--- config.mk ---
export PLATFORM = sky130hd
export DESIGN_NAME = usart_clock_frame_gen
export DESIGN_NICKNAME = d
export VERILOG_FILES = /design/src/ucf_pkg.sv /design/src/ucf_sync2.sv /design/src/ucf_baud_gen.sv /design/src/usart_clock_frame_gen.sv
export VERILOG_INCLUDE_DIRS = /design/src
export SDC_FILE = /design/constraint.sdc
export NUM_CORES = 1
export LEC_CHECK = 0
export BUFFER_PORTS_ARGS = -buffer_cell sky130_fd_sc_hd__buf_2
export CORE_MARGIN = 2
export CORE_UTILIZATION = 61
export CTS_BUF_LIST = sky130_fd_sc_hd__clkbuf_2
export CTS_CLUSTER_SIZE = 24
export DETAILED_ROUTE_END_ITERATION = 8
export PLACE_DENSITY = 0.82
export SYNTH_ARGS = -nofsm -noshare
export SYNTH_HDL_FRONTEND = slang
export SYNTH_SLANG_ARGS = --single-unit
--- constraint.sdc ---
create_clock -name aclk -period 9.3 [get_ports aclk]
set_clock_uncertainty 0.2 [all_clocks]
set_input_delay 1.86 -clock aclk [delete_from_list [all_inputs] [get_ports aclk]]
set_output_delay 1.86 -clock aclk [all_outputs]
set_load 0.01 [all_outputs]
--- src/ucf_map.svh ---
// Register offsets, field positions, reset values and counts of the clock and frame generator
`ifndef UCF_MAP_SVH
`define UCF_MAP_SVH

// ----------------------------------------
// Register byte offsets
// ----------------------------------------
`define UCF_OFF_DATA 8'h00
`define UCF_OFF_STATUS 8'h04
`define UCF_OFF_CTRL_B 8'h08
`define UCF_OFF_CTRL_C 8'h0c
`define UCF_OFF_BAUD 8'h10
`define UCF_OFF_PIN 8'h14

// ----------------------------------------
// Status bit positions
// ----------------------------------------
`define UCF_ST_RXFULL 0
`define UCF_ST_TXEMPTY 1
`define UCF_ST_TXDONE 2
`define UCF_ST_PERR 3
`define UCF_ST_FERR 4
`define UCF_ST_BUSY 5

// ----------------------------------------
// Reset values
// ----------------------------------------
`define UCF_RST_CTRL_B 5'h00
`define UCF_RST_CTRL_C 10'h060
`define UCF_RST_BAUD 16'h0000
`define UCF_RST_PIN 1'h0

// ----------------------------------------
// Codes and counts
// ----------------------------------------
`define UCF_SPB_NORMAL 5'h10
`define UCF_SPB_DOUBLE 5'h08
`define UCF_COMMUNICATION_MODE_FIELD_SPI 2'h3
`define UCF_SPI_BITS 4'h8
`define UCF_CHSIZE_MAX 3'h4
`define UCF_BITS_MIN 4'h5
`define UCF_BITS_MAX 4'h9
`define UCF_RESP_OKAY 2'h0
`define UCF_RESP_SLVERR 2'h2

`endif

--- src/ucf_pkg.sv ---
// Types and shared helpers of the clock and frame generator
`default_nettype none
package ucf_pkg;

	// ----------------------------------------
	// States
	// ----------------------------------------
	typedef enum logic [1:0] {
		UCF_TX_IDLE = 2'b01,
		UCF_TX_SHIFT = 2'b10
	} ucf_tx_state_type;

	typedef enum logic [2:0] {
		UCF_RX_IDLE = 3'b001,
		UCF_RX_START = 3'b010,
		UCF_RX_SHIFT = 3'b100
	} ucf_rx_state_type;

	// ----------------------------------------
	// Register layouts
	// ----------------------------------------
	typedef struct packed {
		logic order;
		logic phase;
		logic [2:0] chsize;
		logic stop2;
		logic [1:0] parity_mode_field;
		logic [1:0] communication_mode_field;
	} ucf_frame_cfg_type;

	typedef struct packed {
		logic xck_master;
		logic open_drain;
		logic double_speed;
		logic tx_en;
		logic rx_en;
	} ucf_ctrl_type;

	// Parity over the first n bits; odd selects odd parity
	function automatic logic ucf_parity(input logic [8:0] d, input logic [3:0] n, input logic odd);
		logic p;
		p = odd;
		for (int i = 0; i < 9; i++) begin
			if (i < int'(n)) begin
				p = p ^ d[i];
			end
		end
		return p;
	endfunction

	function automatic logic [31:0] ucf_merge(input logic [31:0] o, input logic [31:0] d,
		input logic [3:0] s);
		logic [31:0] r;
		r = o;
		for (int i = 0; i < 4; i++) begin
			if (s[i]) begin
				r[i*8 +: 8] = d[i*8 +: 8];
			end
		end
		return r;
	endfunction

endpackage

`default_nettype wire

--- src/ucf_sync2.sv ---
// Two-flop synchroniser for pin inputs
`timescale 1ns/1ns
`default_nettype none

module ucf_sync2 #(
	parameter int W = 2
) (
	input wire logic aclk,
	input wire logic aresetn,
	input wire logic [W-1:0] d,
	output logic [W-1:0] q_r
);

	logic [W-1:0] meta_r;

	// Pins idle high, so both stages reset high
	always_ff @(posedge aclk) begin
		if (!aresetn) begin
			meta_r <= '1;
			q_r <= '1;
		end else begin
			meta_r <= d;
			q_r <= meta_r;
		end
	end

endmodule

`default_nettype wire

--- src/ucf_baud_gen.sv ---
// Fractional bit rate generator: sample ticks when asynchronous, half-period ticks when synchronous
`timescale 1ns/1ns
`default_nettype none

module ucf_baud_gen #(
	parameter int DIV_W = 16,
	parameter int FRAC_W = 6
) (
	input wire logic aclk,
	input wire logic aresetn,
	input wire logic [DIV_W-1:0] divisor,
	input wire logic sync_mode,
	output logic tick_r
);

	localparam int IW = DIV_W - FRAC_W;
	localparam logic [DIV_W:0] STEP = (DIV_W+1)'(2**FRAC_W);

	logic [DIV_W:0] acc_r;
	logic [DIV_W:0] acc_sum;
	logic [IW-1:0] hcnt_r;
	logic [IW:0] hnext;

	assign acc_sum = acc_r + STEP;
	assign hnext = {1'b0, hcnt_r} + {{IW{1'b0}}, 1'b1};

	// A divisor below one integer step cannot tick faster than the clock
	always_ff @(posedge aclk) begin
		if (!aresetn) begin
			acc_r <= '0;
			hcnt_r <= '0;
			tick_r <= 1'b0;
		end else if (sync_mode) begin
			acc_r <= '0;
			if (hnext >= {1'b0, divisor[DIV_W-1:FRAC_W]}) begin
				hcnt_r <= '0;
				tick_r <= 1'b1;
			end else begin
				hcnt_r <= hnext[IW-1:0];
				tick_r <= 1'b0;
			end
		end else begin
			hcnt_r <= '0;
			if (acc_sum >= {1'b0, divisor}) begin
				acc_r <= acc_sum - {1'b0, divisor};
				tick_r <= 1'b1;
			end else begin
				acc_r <= acc_sum;
				tick_r <= 1'b0;
			end
		end
	end

endmodule

`default_nettype wire

--- src/usart_clock_frame_gen.sv ---
// Clock generation, frame composition and register slave of the serial unit
// ----------------------------------------
// ----------------------------------------
//
// Our own choices: register access over AXI4-Lite and the register addresses.
`timescale 1ns/1ns
`default_nettype none
`include "ucf_map.svh"

module usart_clock_frame_gen (
	input wire logic aclk,
	input wire logic aresetn,
	input wire logic [7:0] s_axi_awaddr,
	input wire logic s_axi_awvalid,
	output logic s_axi_awready,
	input wire logic [31:0] s_axi_wdata,
	input wire logic [3:0] s_axi_wstrb,
	input wire logic s_axi_wvalid,
	output logic s_axi_wready,
	output logic [1:0] s_axi_bresp,
	output logic s_axi_bvalid,
	input wire logic s_axi_bready,
	input wire logic [7:0] s_axi_araddr,
	input wire logic s_axi_arvalid,
	output logic s_axi_arready,
	output logic [31:0] s_axi_rdata,
	output logic [1:0] s_axi_rresp,
	output logic s_axi_rvalid,
	input wire logic s_axi_rready,
	input wire logic rxd_in,
	output logic txd_out,
	output logic txd_oe,
	input wire logic sync_clock_pin_in,
	output logic sync_clock_pin_out,
	output logic sync_clock_pin_oe
);

	// ----------------------------------------
	// Declarations
	// ----------------------------------------
	ucf_pkg::ucf_ctrl_type ctrl_r;
	ucf_pkg::ucf_frame_cfg_type fcfg_r;
	logic [15:0] baud_r;
	logic invert_r;
	logic [7:0] aw_addr_r;
	logic [31:0] w_data_r;
	logic [3:0] w_strb_r;
	logic wr_go, wr_ok, rd_ok, rd_data;
	logic [31:0] rd_val, stat;
	logic bg_tick, sync_m, spi, pre, master_clk;
	logic [4:0] spb, half;
	logic [3:0] nb;
	logic rxd_s, xck_s, xk_lvl, xk_prev_r, xk_rise, xk_fall, xk_chg, xk_smp;
	logic xck_int_r, xck_int_nxt;
	ucf_pkg::ucf_tx_state_type tx_state_r, tx_state_nxt;
	logic [12:0] tx_frame_r, tx_frame_nxt;
	logic [3:0] tx_left_r, tx_left_nxt, tx_scnt_r, tx_scnt_nxt;
	logic tx_pres_r, tx_pres_nxt, txd_nxt, tx_load, tx_fin;
	logic [8:0] tx_buf_r;
	logic tx_buf_full_r, tx_done_r;
	ucf_pkg::ucf_rx_state_type rx_state_r;
	logic [4:0] rx_cnt_r, rx_sn;
	logic [1:0] rx_hi_r;
	logic [3:0] rx_idx_r, rx_n, rx_pos;
	logic [8:0] rx_sh_r, rx_word, rx_data_r;
	logic rx_par_r, rx_full_r, rx_perr_r, rx_ferr_r;
	logic rx_start, rx_go, rx_abort, rx_bit, rx_fin, rx_val;

	function automatic logic [3:0] nbits(input logic [2:0] cs);
		return (cs > `UCF_CHSIZE_MAX) ? `UCF_BITS_MAX : ({1'b0, cs} + `UCF_BITS_MIN);
	endfunction

	// Frame bits in line order; unused top positions stay high as stop level
	function automatic logic [12:0] tx_build(input logic [8:0] d,
		input ucf_pkg::ucf_frame_cfg_type c);
		logic [12:0] f;
		logic [3:0] n;
		f = 13'h1fff;
		n = nbits(c.chsize);
		if (c.communication_mode_field == `UCF_COMMUNICATION_MODE_FIELD_SPI) begin
			for (int i = 0; i < 8; i++) begin
				f[i] = c.order ? d[i] : d[7-i];
			end
		end else begin
			f[0] = 1'b0;
			for (int i = 0; i < 9; i++) begin
				if (i < int'(n)) begin
					f[1+i] = d[i];
				end
			end
			if (c.parity_mode_field[1]) begin
				f[4'd1 + n] = ucf_pkg::ucf_parity(d, n, c.parity_mode_field[0]);
			end
		end
		return f;
	endfunction

	// ----------------------------------------
	// Mode decode and bit rate generator
	// ----------------------------------------
	assign sync_m = fcfg_r.communication_mode_field[0];
	assign spi = (fcfg_r.communication_mode_field == `UCF_COMMUNICATION_MODE_FIELD_SPI);
	assign master_clk = sync_m && (spi || ctrl_r.xck_master);
	assign pre = spi && !fcfg_r.phase;
	assign spb = ctrl_r.double_speed ? `UCF_SPB_DOUBLE : `UCF_SPB_NORMAL;
	assign half = {1'b0, spb[4:1]};
	assign nb = nbits(fcfg_r.chsize);

	ucf_baud_gen #(
		.DIV_W(16),
		.FRAC_W(6)
	) u_baud (
		.aclk(aclk),
		.aresetn(aresetn),
		.divisor(baud_r),
		.sync_mode(sync_m),
		.tick_r(bg_tick)
	);

	ucf_sync2 #(
		.W(2)
	) u_sync (
		.aclk(aclk),
		.aresetn(aresetn),
		.d({sync_clock_pin_in, rxd_in}),
		.q_r({xck_s, rxd_s})
	);

	// ----------------------------------------
	// Transfer clock
	// ----------------------------------------
	// Inversion sits at the pin, so internal edges keep fixed roles
	assign xk_lvl = master_clk ? xck_int_r : (xck_s ^ invert_r);
	assign xk_rise = sync_m && xk_lvl && !xk_prev_r;
	assign xk_fall = sync_m && !xk_lvl && xk_prev_r;
	assign xk_chg = pre ? xk_fall : xk_rise;
	assign xk_smp = pre ? xk_rise : xk_fall;

	always_comb begin
		xck_int_nxt = xck_int_r;
		if (master_clk && bg_tick && (tx_state_r == ucf_pkg::UCF_TX_SHIFT || xck_int_r)) begin
			xck_int_nxt = !xck_int_r;
		end
		if (!master_clk) begin
			xck_int_nxt = 1'b0;
		end
	end

	always_ff @(posedge aclk) begin
		if (!aresetn) begin
			xck_int_r <= 1'b0;
			xk_prev_r <= 1'b0;
			sync_clock_pin_out <= 1'b0;
			sync_clock_pin_oe <= 1'b0;
		end else begin
			xck_int_r <= xck_int_nxt;
			xk_prev_r <= xk_lvl;
			sync_clock_pin_out <= xck_int_nxt ^ invert_r;
			sync_clock_pin_oe <= master_clk;
		end
	end

	// ----------------------------------------
	// Transmitter
	// ----------------------------------------
	always_comb begin
		tx_state_nxt = tx_state_r;
		tx_frame_nxt = tx_frame_r;
		tx_left_nxt = tx_left_r;
		tx_scnt_nxt = tx_scnt_r;
		tx_pres_nxt = tx_pres_r;
		txd_nxt = txd_out;
		tx_load = 1'b0;
		tx_fin = 1'b0;
		case (tx_state_r)
			ucf_pkg::UCF_TX_IDLE: begin
				txd_nxt = 1'b1;
				tx_load = tx_buf_full_r && ctrl_r.tx_en;
			end
			ucf_pkg::UCF_TX_SHIFT: begin
				if (!sync_m) begin
					if (bg_tick) begin
						tx_scnt_nxt = tx_scnt_r + 4'h1;
						if ({1'b0, tx_scnt_r} == spb - 5'h01) begin
							tx_scnt_nxt = 4'h0;
							if (tx_left_r == 4'h1) begin
								tx_fin = 1'b1;
							end else begin
								tx_frame_nxt = tx_frame_r >> 1;
								txd_nxt = tx_frame_r[1];
								tx_left_nxt = tx_left_r - 4'h1;
							end
						end
					end
				end else if (xk_smp) begin
					tx_left_nxt = tx_left_r - 4'h1;
					if (tx_left_r == 4'h1 && !pre) begin
						tx_fin = 1'b1;
					end
				end else if (xk_chg) begin
					if (tx_left_r == 4'h0 && pre) begin
						tx_fin = 1'b1;
					end else if (tx_pres_r) begin
						tx_frame_nxt = tx_frame_r >> 1;
						txd_nxt = tx_frame_r[1];
					end else begin
						tx_pres_nxt = 1'b1;
						txd_nxt = tx_frame_r[0];
					end
				end
			end
			default: begin
				tx_state_nxt = ucf_pkg::UCF_TX_IDLE;
			end
		endcase
		if (tx_fin) begin
			txd_nxt = 1'b1;
			tx_state_nxt = ucf_pkg::UCF_TX_IDLE;
			tx_load = tx_buf_full_r && ctrl_r.tx_en;
		end
		if (tx_load) begin
			tx_frame_nxt = tx_build(tx_buf_r, fcfg_r);
			tx_left_nxt = spi ? `UCF_SPI_BITS : (4'h2 + nb + {3'h0, fcfg_r.parity_mode_field[1]}
				+ {3'h0, fcfg_r.stop2});
			tx_scnt_nxt = 4'h0;
			tx_state_nxt = ucf_pkg::UCF_TX_SHIFT;
			tx_pres_nxt = !sync_m || pre;
			if (!sync_m || pre) begin
				txd_nxt = tx_frame_nxt[0];
			end
		end
	end

	always_ff @(posedge aclk) begin
		if (!aresetn) begin
			tx_state_r <= ucf_pkg::UCF_TX_IDLE;
			tx_frame_r <= 13'h1fff;
			tx_left_r <= 4'h0;
			tx_scnt_r <= 4'h0;
			tx_pres_r <= 1'b0;
			txd_out <= 1'b1;
			txd_oe <= 1'b0;
		end else begin
			tx_state_r <= tx_state_nxt;
			tx_frame_r <= tx_frame_nxt;
			tx_left_r <= tx_left_nxt;
			tx_scnt_r <= tx_scnt_nxt;
			tx_pres_r <= tx_pres_nxt;
			txd_out <= txd_nxt;
			// Wired-AND only pulls low; a high is left to the line
			txd_oe <= (ctrl_r.tx_en || tx_state_nxt == ucf_pkg::UCF_TX_SHIFT)
				&& (!ctrl_r.open_drain || !txd_nxt);
		end
	end

	// ----------------------------------------
	// Receiver
	// ----------------------------------------
	assign rx_sn = (rx_cnt_r == spb) ? 5'h01 : (rx_cnt_r + 5'h01);
	assign rx_n = spi ? `UCF_SPI_BITS : nb;
	assign rx_pos = (spi && !fcfg_r.order) ? (4'h7 - rx_idx_r) : rx_idx_r;

	always_comb begin
		rx_start = 1'b0;
		rx_go = 1'b0;
		rx_abort = 1'b0;
		rx_bit = 1'b0;
		rx_fin = 1'b0;
		rx_val = rxd_s;
		rx_word = rx_sh_r;
		if (!sync_m) begin
			if (bg_tick) begin
				if (rx_state_r == ucf_pkg::UCF_RX_IDLE) begin
					rx_start = !rxd_s;
				end else if (rx_sn == half + 5'h02) begin
					// Majority of the three centre samples
					rx_val = ({1'b0, rx_hi_r} + {2'h0, rxd_s}) >= 3'h2;
					if (rx_state_r == ucf_pkg::UCF_RX_START) begin
						rx_abort = rx_val;
						rx_go = !rx_val;
					end else begin
						rx_bit = 1'b1;
					end
				end
			end
		end else if (xk_smp) begin
			if (rx_state_r == ucf_pkg::UCF_RX_IDLE) begin
				rx_bit = spi;
				rx_start = !spi && !rxd_s;
			end else begin
				rx_bit = 1'b1;
			end
		end
		if (rx_bit) begin
			if (rx_idx_r < rx_n) begin
				rx_word[rx_pos] = rx_val;
				rx_fin = spi && (rx_idx_r == `UCF_SPI_BITS - 4'h1);
			end else if (!(fcfg_r.parity_mode_field[1] && rx_idx_r == rx_n)) begin
				rx_fin = 1'b1; // First stop bit ends the frame; a second is ignored
			end
		end
	end

	always_ff @(posedge aclk) begin
		if (!aresetn || !ctrl_r.rx_en) begin
			rx_state_r <= ucf_pkg::UCF_RX_IDLE;
			rx_cnt_r <= 5'h00;
			rx_hi_r <= 2'h0;
			rx_idx_r <= 4'h0;
			rx_sh_r <= 9'h000;
			rx_par_r <= 1'b0;
		end else begin
			if (bg_tick && !sync_m && rx_state_r != ucf_pkg::UCF_RX_IDLE) begin
				rx_cnt_r <= rx_sn;
				if (rx_sn == half || rx_sn == half + 5'h01) begin
					rx_hi_r <= rx_hi_r + {1'b0, rxd_s};
				end else begin
					rx_hi_r <= 2'h0;
				end
			end
			if (rx_start) begin
				rx_state_r <= sync_m ? ucf_pkg::UCF_RX_SHIFT : ucf_pkg::UCF_RX_START;
				rx_cnt_r <= 5'h01;
				rx_hi_r <= 2'h0;
				rx_idx_r <= 4'h0;
				rx_sh_r <= 9'h000;
			end
			if (rx_abort) begin
				rx_state_r <= ucf_pkg::UCF_RX_IDLE;
			end
			if (rx_go) begin
				rx_state_r <= ucf_pkg::UCF_RX_SHIFT;
			end
			if (rx_bit) begin
				rx_state_r <= ucf_pkg::UCF_RX_SHIFT;
				rx_sh_r <= rx_word;
				rx_idx_r <= rx_idx_r + 4'h1;
				if (rx_idx_r == rx_n) begin
					rx_par_r <= rx_val;
				end
			end
			if (rx_fin) begin
				rx_state_r <= ucf_pkg::UCF_RX_IDLE;
				rx_idx_r <= 4'h0;
				rx_sh_r <= 9'h000;
			end
		end
	end

	// Disabling the receiver flushes the held character at once
	always_ff @(posedge aclk) begin
		if (!aresetn || !ctrl_r.rx_en) begin
			rx_data_r <= 9'h000;
			rx_full_r <= 1'b0;
			rx_perr_r <= 1'b0;
			rx_ferr_r <= 1'b0;
		end else if (rx_fin) begin
			rx_data_r <= rx_word;
			rx_full_r <= 1'b1;
			rx_perr_r <= !spi && fcfg_r.parity_mode_field[1]
				&& (ucf_pkg::ucf_parity(rx_word, nb, fcfg_r.parity_mode_field[0]) != rx_par_r);
			rx_ferr_r <= !spi && !rx_val;
		end else if (rd_data) begin
			rx_full_r <= 1'b0;
		end
	end

	// ----------------------------------------
	// Register bus
	// ----------------------------------------
	assign wr_go = !s_axi_awready && !s_axi_wready && !s_axi_bvalid;
	assign rd_data = s_axi_arvalid && s_axi_arready && (s_axi_araddr == `UCF_OFF_DATA);

	always_comb begin
		stat = 32'h0;
		stat[`UCF_ST_RXFULL] = rx_full_r;
		stat[`UCF_ST_TXEMPTY] = !tx_buf_full_r;
		stat[`UCF_ST_TXDONE] = tx_done_r;
		stat[`UCF_ST_PERR] = rx_perr_r;
		stat[`UCF_ST_FERR] = rx_ferr_r;
		stat[`UCF_ST_BUSY] = (tx_state_r == ucf_pkg::UCF_TX_SHIFT);
		rd_ok = 1'b1;
		if (s_axi_araddr == `UCF_OFF_DATA) begin
			rd_val = {23'h0, rx_data_r};
		end else if (s_axi_araddr == `UCF_OFF_STATUS) begin
			rd_val = stat;
		end else if (s_axi_araddr == `UCF_OFF_CTRL_B) begin
			rd_val = {27'h0, ctrl_r};
		end else if (s_axi_araddr == `UCF_OFF_CTRL_C) begin
			rd_val = {22'h0, fcfg_r};
		end else if (s_axi_araddr == `UCF_OFF_BAUD) begin
			rd_val = {16'h0, baud_r};
		end else if (s_axi_araddr == `UCF_OFF_PIN) begin
			rd_val = {31'h0, invert_r};
		end else begin
			rd_val = 32'h0;
			rd_ok = 1'b0;
		end
		wr_ok = (aw_addr_r == `UCF_OFF_DATA) || (aw_addr_r == `UCF_OFF_STATUS)
			|| (aw_addr_r == `UCF_OFF_CTRL_B) || (aw_addr_r == `UCF_OFF_CTRL_C)
			|| (aw_addr_r == `UCF_OFF_BAUD) || (aw_addr_r == `UCF_OFF_PIN);
	end

	always_ff @(posedge aclk) begin
		if (!aresetn) begin
			s_axi_awready <= 1'b1;
			s_axi_wready <= 1'b1;
			s_axi_bvalid <= 1'b0;
			s_axi_bresp <= `UCF_RESP_OKAY;
			aw_addr_r <= 8'h00;
			w_data_r <= 32'h0;
			w_strb_r <= 4'h0;
		end else begin
			if (s_axi_awvalid && s_axi_awready) begin
				s_axi_awready <= 1'b0;
				aw_addr_r <= s_axi_awaddr;
			end
			if (s_axi_wvalid && s_axi_wready) begin
				s_axi_wready <= 1'b0;
				w_data_r <= s_axi_wdata;
				w_strb_r <= s_axi_wstrb;
			end
			if (wr_go) begin
				s_axi_bvalid <= 1'b1;
				s_axi_bresp <= wr_ok ? `UCF_RESP_OKAY : `UCF_RESP_SLVERR;
			end
			if (s_axi_bvalid && s_axi_bready) begin
				s_axi_bvalid <= 1'b0;
				s_axi_awready <= 1'b1;
				s_axi_wready <= 1'b1;
			end
		end
	end

	always_ff @(posedge aclk) begin
		if (!aresetn) begin
			s_axi_arready <= 1'b1;
			s_axi_rvalid <= 1'b0;
			s_axi_rdata <= 32'h0;
			s_axi_rresp <= `UCF_RESP_OKAY;
		end else if (s_axi_arvalid && s_axi_arready) begin
			s_axi_arready <= 1'b0;
			s_axi_rvalid <= 1'b1;
			s_axi_rdata <= rd_val;
			s_axi_rresp <= rd_ok ? `UCF_RESP_OKAY : `UCF_RESP_SLVERR;
		end else if (s_axi_rvalid && s_axi_rready) begin
			s_axi_rvalid <= 1'b0;
			s_axi_arready <= 1'b1;
		end
	end

	// ----------------------------------------
	// Control registers
	// ----------------------------------------
	always_ff @(posedge aclk) begin
		if (!aresetn) begin
			ctrl_r <= ucf_pkg::ucf_ctrl_type'(`UCF_RST_CTRL_B);
			fcfg_r <= ucf_pkg::ucf_frame_cfg_type'(`UCF_RST_CTRL_C);
			baud_r <= `UCF_RST_BAUD;
			invert_r <= `UCF_RST_PIN;
		end else if (wr_go) begin
			if (aw_addr_r == `UCF_OFF_CTRL_B) begin
				ctrl_r <= ucf_pkg::ucf_ctrl_type'(5'(ucf_pkg::ucf_merge({27'h0, ctrl_r},
					w_data_r, w_strb_r)));
			end else if (aw_addr_r == `UCF_OFF_CTRL_C) begin
				fcfg_r <= ucf_pkg::ucf_frame_cfg_type'(10'(ucf_pkg::ucf_merge({22'h0, fcfg_r},
					w_data_r, w_strb_r)));
			end else if (aw_addr_r == `UCF_OFF_BAUD) begin
				baud_r <= 16'(ucf_pkg::ucf_merge({16'h0, baud_r}, w_data_r, w_strb_r));
			end else if (aw_addr_r == `UCF_OFF_PIN && w_strb_r[0]) begin
				invert_r <= w_data_r[0];
			end
		end
	end

	// Buffer accepts a write only while empty; a write to a full buffer is dropped
	always_ff @(posedge aclk) begin
		if (!aresetn) begin
			tx_buf_r <= 9'h000;
			tx_buf_full_r <= 1'b0;
		end else if (tx_load) begin
			tx_buf_full_r <= 1'b0;
		end else if (wr_go && aw_addr_r == `UCF_OFF_DATA && !tx_buf_full_r) begin
			tx_buf_r <= 9'(ucf_pkg::ucf_merge({23'h0, tx_buf_r}, w_data_r, w_strb_r));
			tx_buf_full_r <= 1'b1;
		end
	end

	// Completion set wins over a clear in the same cycle
	always_ff @(posedge aclk) begin
		if (!aresetn) begin
			tx_done_r <= 1'b0;
		end else if (tx_fin && !tx_load) begin
			tx_done_r <= 1'b1;
		end else if (wr_go && aw_addr_r == `UCF_OFF_STATUS && w_strb_r[0]
			&& w_data_r[`UCF_ST_TXDONE]) begin
			tx_done_r <= 1'b0;
		end
	end

endmodule

`default_nettype wire

Yosys cells after proc, flatten, opt, wreduce, memory -nomap -nowiden
Cells that the tools add are included.
W data, S select, Z words.
{ "classes": {"n_addsub": 18, "order_cmp": 18, "n_eq_ne": 34, "muxes": 237, "bitwise_logic": 26, "n_reduce_logical": 105} }
{ "ops": {"columns": ["operator", "n"], "rows": [
  ["$mux W1", 182],
  ["$mux W13", 11],
  ["$mux W16", 5],
  ["$mux W4", 14],
  ["$logic_and A1 B1 Y1", 38],
  ["$mux W9", 4],
  ["$eq A8 B4 Y1 const B", 4],
  ["$eq A8 B5 Y1 const B", 4],
  ["$reduce_and A5 Y1", 5],
  ["$logic_not A1 Y1", 20],
  ["$xor A1 B1 Y1", 20],
  ["$add A17 B7 Y17 const B", 1],
  ["$ge A17 B16 Y1", 1],
  ["$mux W17", 1],
  ["$sub A17 B16 Y17", 1],
  ["$eq A8 B3 Y1 const B", 2],
  ["$logic_not A8 Y1", 2],
  ["$lt A3 B4 Y1 const A", 4],
  ["$reduce_bool A2 Y1", 8],
  ["$eq A5 B5 Y1", 3],
  ["$mux W3", 5],
  ["$mux W5", 3],
  ["$bwmux W13", 1],
  ["$logic_or A1 B1 Y1", 12],
  ["other kinds (54)", 87]
]} }
{ "word_totals": {"reg_bits": 208, "input_bits": 61, "output_inout_bits": 45, "word_cells": 495} }

Depth between registers and ports, before layout
{ "logic_depth": {"ltp_word": 62, "ltp_mapped": 20} }

Modules after synthesis
Synthesis repeated with hierarchy kept, for this count alone.
{ "unflattened": {"cells_unflattened": 1374, "area_unflattened_um2": 11220.8} }
{ "modules_own_cells": {"columns": ["module", "n_inst", "cells_per_inst", "area_per_inst_um2"], "rows": [
  ["usart_clock_frame_gen", 1, 1067, 8647.0],
  ["ucf_baud_gen", 1, 299, 2468.6],
  ["ucf_sync2", 1, 8, 105.1]
]} }

Least setup slack after synthesis
No wires, ideal clock.
{ "synth_path": {"path_type": "flip-flop to flip-flop", "startpoint": "register fcfg_r[5] in the netlist's numbering", "endpoint": "register rx_perr_r", "setup_ns": 0.124, "arrival_ns": 4.055, "required_ns": 8.976, "slack_ns": 4.921, "stages_incl_launch_ff": 18, "cell_sequence": "dfxtp_1 -> clkbuf_1 -> inv_1 -> ha_1 -> clkbuf_1 -> nand3_1 -> ha_1 -> nor2b_1 -> o21a_1 -> o21ai_1 -> or3b_2 -> a211oi_2 -> nand2_1 -> a221o_1 -> o21ai_2 -> xnor3_1 -> xnor2_1 -> o22ai_1"} }
{ "synth_via": {"elab_chain_cells": 44, "word_cells_on_any_way": 59, "classes_between": "add/sub (1); order compare (11); eq/ne (2); mux (34); bitwise (9); reduce/logical (2)"} }
{ "synth_rtl": {"columns": ["item", "line_no", "text"], "rows": [
  ["from (decl)", "usart_clock_frame_gen.sv:42", "ucf_pkg::ucf_frame_cfg_type fcfg_r;"],
  ["from (signal assigned)", "usart_clock_frame_gen.sv:458", "fcfg_r <= ucf_pkg::ucf_frame_cfg_type'(`UCF_RST_CTRL_C);"],
  ["from (signal assigned)", "usart_clock_frame_gen.sv:466", "fcfg_r <= ucf_pkg::ucf_frame_cfg_type'(10'(ucf_pkg::ucf_merge({22'h0, fcfg_r},"],
  ["$add A3 B3 Y4 (no line) or $gt A3 B3 Y1 (tied branches)", null, null],
  ["$mux W4 (*)", "usart_clock_frame_gen.sv:70", "return (cs > `UCF_CHSIZE_MAX) ? `UCF_BITS_MAX : ({1'b0, cs} + `UCF_BITS_MIN);"],
  ["$mux W4", "usart_clock_frame_gen.sv:260", "assign rx_n = spi ? `UCF_SPI_BITS : nb;"],
  ["$lt A4 B4 Y1", "usart_clock_frame_gen.sv:295", "if (rx_idx_r < rx_n) begin"],
  ["$mux W9", "usart_clock_frame_gen.sv:295", null],
  ["$mux W9", "usart_clock_frame_gen.sv:294", "if (rx_bit) begin"],
  ["$xor A1 B1 Y1", "ucf_pkg.sv:45", "p = p ^ d[i];"],
  ["$mux W1", "ucf_pkg.sv:44", "if (i < int'(n)) begin"],
  ["(+28 left out)", null, null],
  ["$mux W1", "usart_clock_frame_gen.sv:357", "end else if (rx_fin) begin"],
  ["$mux W1", "usart_clock_frame_gen.sv:352", "if (!aresetn || !ctrl_r.rx_en) begin"],
  ["$xor A1 B1 Y1", "ucf_pkg.sv:45", null],
  ["$mux W1", "ucf_pkg.sv:44", null],
  ["$mux W1", "usart_clock_frame_gen.sv:357", null],
  ["$mux W1", "usart_clock_frame_gen.sv:352", null],
  ["$ne A1 B1 Y1", "usart_clock_frame_gen.sv:361", "&& (ucf_pkg::ucf_parity(rx_word, nb, fcfg_r.parity_mode_field[0]) != rx_par_r);"],
  ["$logic_and A1 B1 Y1", "usart_clock_frame_gen.sv:361", null],
  ["to (signal assigned)", "usart_clock_frame_gen.sv:360", "rx_perr_r <= !spi && fcfg_r.parity_mode_field[1]"],
  ["to (decl)", "usart_clock_frame_gen.sv:66", "logic rx_par_r, rx_full_r, rx_perr_r, rx_ferr_r;"]
]} }
Every way passes the cells marked *; elsewhere a longest branch is shown, timed or not. The select of a mux whose other input is x is not followed.
A chain may end at the register's enable or synchronous reset.

Final worst setup path
Ends and elaborated chain as after synthesis.

==> summary.txt <==
Status = completed
Grt met2 use = 0.4431
# Post-CTS Setup Buffers = 0
Synth Area per Inst = 7.985 sq um
Critical path launch point type = flip-flop
H-tree lvl count = 4
Top cell type's share of synthesized area = 0.3552
Initial core utilization = 0.6212
Max-cap violations = 0
Synth area leader = dfxtp_1
RSZ-0062 raised after global routing = false
Count leader, synth = dfxtp_1
YS warnings = 0
Primary FF master, synth = dfxtp_1
Synthesized area = 0.01071 sq mm
Crit-path max FO = 13
Setup TNS = 0 ns
Fraction of layout cells with a size suffix above 1 = 0.09638
DRC viols = 0
Met1 Use GR = 0.3930
Worst-path clk slew = 0.31 ns
Initial antenna violation count = 1
Hold Violations, Final = 0
RePlAce Congestion = 0.9392
Distinct cell type count after synthesis = 85
Die ar. = 0.01863 sq mm
Number of flops mapped to enable cells by yosys = 0
1st-pass router iterations = 5
Worst Path Required = 9.81 ns
Setup Viol. Count Final = 0
TritonCTS Buffers = 17
Min cycle time layout = 4.970 ns
Routed WL per cell = 16.25 microns
Setup WS pre-CTS = 4.514 ns
Ys async rst share = 0
Top Ports = 106
CTS tree = built
Port bufs = 69
Maximum clock path buffer count = 2
Top cells by count, synth = 190 x dfxtp_1, 177 x nand2_1, 168 x nor2_1
Die span in x = 136.5 microns
CTS sink cnt = 190
Vias in the first global route = 8457
Maximum number of pins on one net before global-route repair = 90
Via density = 5.943
Final period utilization = 0.5344
Setup WS post-layout = 4.330 ns
ANT nets after route = 0
Post-synthesis instance total = 1341
Synth area leaders = dfxtp_1 36%, nand2_1 6.2%, mux2i_1 6.2%, nor2_1 5.9%, ha_1 5.8%
Nets = 1480
First-pass GRT wire length = 41.63 mm
Slew Limit Fails = 0
Final WL = 26.10 mm
Total GRT Usage = 0.2818
Rows = 48
Post-CTS Hold Fix Bufs = 0
Crit Path Category = reg2reg
PD cells = 165.2 mW/mm^2
Fmax = 0.2012 GHz
Busiest grt layer = met2
Flop2flop setup slack = 4.33 ns
HP Class = reg2reg
Vias = 9545
Seq/Total Area, Yosys = 0.3552
Post-cts repair resize count = 0
Core ar. = 0.01724 sq mm
Area Growth Syn to Fin = 5.129%
Clock Root Buffer = clkbuf_2
Met3 global-route usage = 0.04741
Worst skew pair latency = 0.83 ns
Grt ovf = 0
VDD IR max = 0.1675 mV
DPL Wire Length = 19.06 mm
Crit. End Element = flip-flop
Post-synthesis register bit count = 190
Iteration-0 DRC Markers = 791
Die height = 136.5 microns
WP data arrival = 5.48 ns
Slew Limit Headroom = 0.2623
Slew @ Worst Pin = 1.098 ns
Leak = 4.293 nW
sequential cells by signal, summed over array words and instances, names as in the netlist, 10 cells and up:
name / cells
u_baud.acc_r: 17
baud_r: 16
s_axi_rdata: 16
w_data_r: 16
tx_frame_r: 13
fcfg_r: 10
u_baud.hcnt_r: 10
cells in the final DEF, fill, tap and decap left out, types with 16 or more instances in the layout:
master,count
dfxtp_1,190
nand2_1,177
nor2_1,168
a21oi_1,118
buf_2,69
mux2i_1,66
nand3_1,64
inv_1,55
o21ai_0,55
ha_1,50
xnor2_1,35
nor2b_1,20
nand2b_1,19
nor3_1,19
a21o_1,18
conb_1,18
clkbuf_2,18
a211oi_1,16
worst max-delay path, cell delays in order (launching register included):
cell and delay [ns]:
dfxtp_1 0.67, inv_1 0.17, ha_1 0.27, nand2b_1 0.20, nand2_1 0.17, inv_1 0.11
nor2_1 0.13, ha_1 0.17, nor2b_1 0.04, o21a_1 0.16, o21ai_1 0.15, or3b_2 0.50
a211oi_2 0.50, a21oi_1 0.15, a2111oi_0 0.75, mux2i_1 0.29, xnor2_1 0.14, o22ai_1 0.09
routing by layer:
layer | routed length (microns) | vias to the layer above
li1 | - | 4694
met1 | 11980 | 4464
met2 | 12010 | 337
met3 | 1540 | 50
met4 | 569 | 0
met5 | 0 | -
logic make-up after synthesis:
family                     count (synthesis)  share of synthesized area
AOI/OAI and AO/OA                        307                     0.1819
xor gates and xnor gates                  53                    0.04791
adders and majority gates                 52                    0.06216
buffers and inverters                    141                    0.06135
DFF                                      190                     0.3552
muxes                                     72                    0.06824
other                                      1                  0.0003502
and+or+nand+nor                          525                     0.2228
power by group:
group / internal (mW) / switching (mW) / total (mW)
Clock: 0.0933 / 0.340 / 0.433
Sequential: 0.857 / 0.0316 / 0.889
Combinational: 0.232 / 0.306 / 0.538
Total: 1.18 / 0.677 / 1.86
cell type report:
cell class | instances | area [sq um]
timing repair buffer | 73 | 375.4
sequential | 190 | 3804
fill | 1457 | 5979
inverter | 58 | 220.2
multi-input combinational | 1027 | 6311
antenna | 1 | 2.502
clock buffer | 18 | 90.09
clock inverter | 14 | 172.7
tap | 225 | 281.5
final timing paths:
path                    start            end  cells past startpoint
max                 fcfg_r[5]      rx_perr_r                     17
min          u_sync.meta_r[1]  u_sync.q_r[1]                      1
max reg2reg         fcfg_r[5]      rx_perr_r                     17
min reg2reg  u_sync.meta_r[1]  u_sync.q_r[1]                      1
metrics by stage:
stage / total power [mW] / area [sq um] / hold slack, ns / utilization / std cells
2_1_floorplan: 1.322 / 10770 / 0.1863 / - / 1358
3_3_place_gp: 1.413 / 10990 / 0.1923 / 0.6377 / 1573
3_5_place_dp: 1.430 / 10990 / 0.2009 / 0.6377 / 1573
4_1_cts: 1.855 / 11250 / 0.2629 / 0.6529 / 1605
5_1_grt: 1.957 / 11260 / 0.2723 / 0.6531 / 1606
6_report: 1.860 / 11260 / 0.2612 / 0.6531 / 1606
Note: power is estimated with default switching activity, not from simulation.
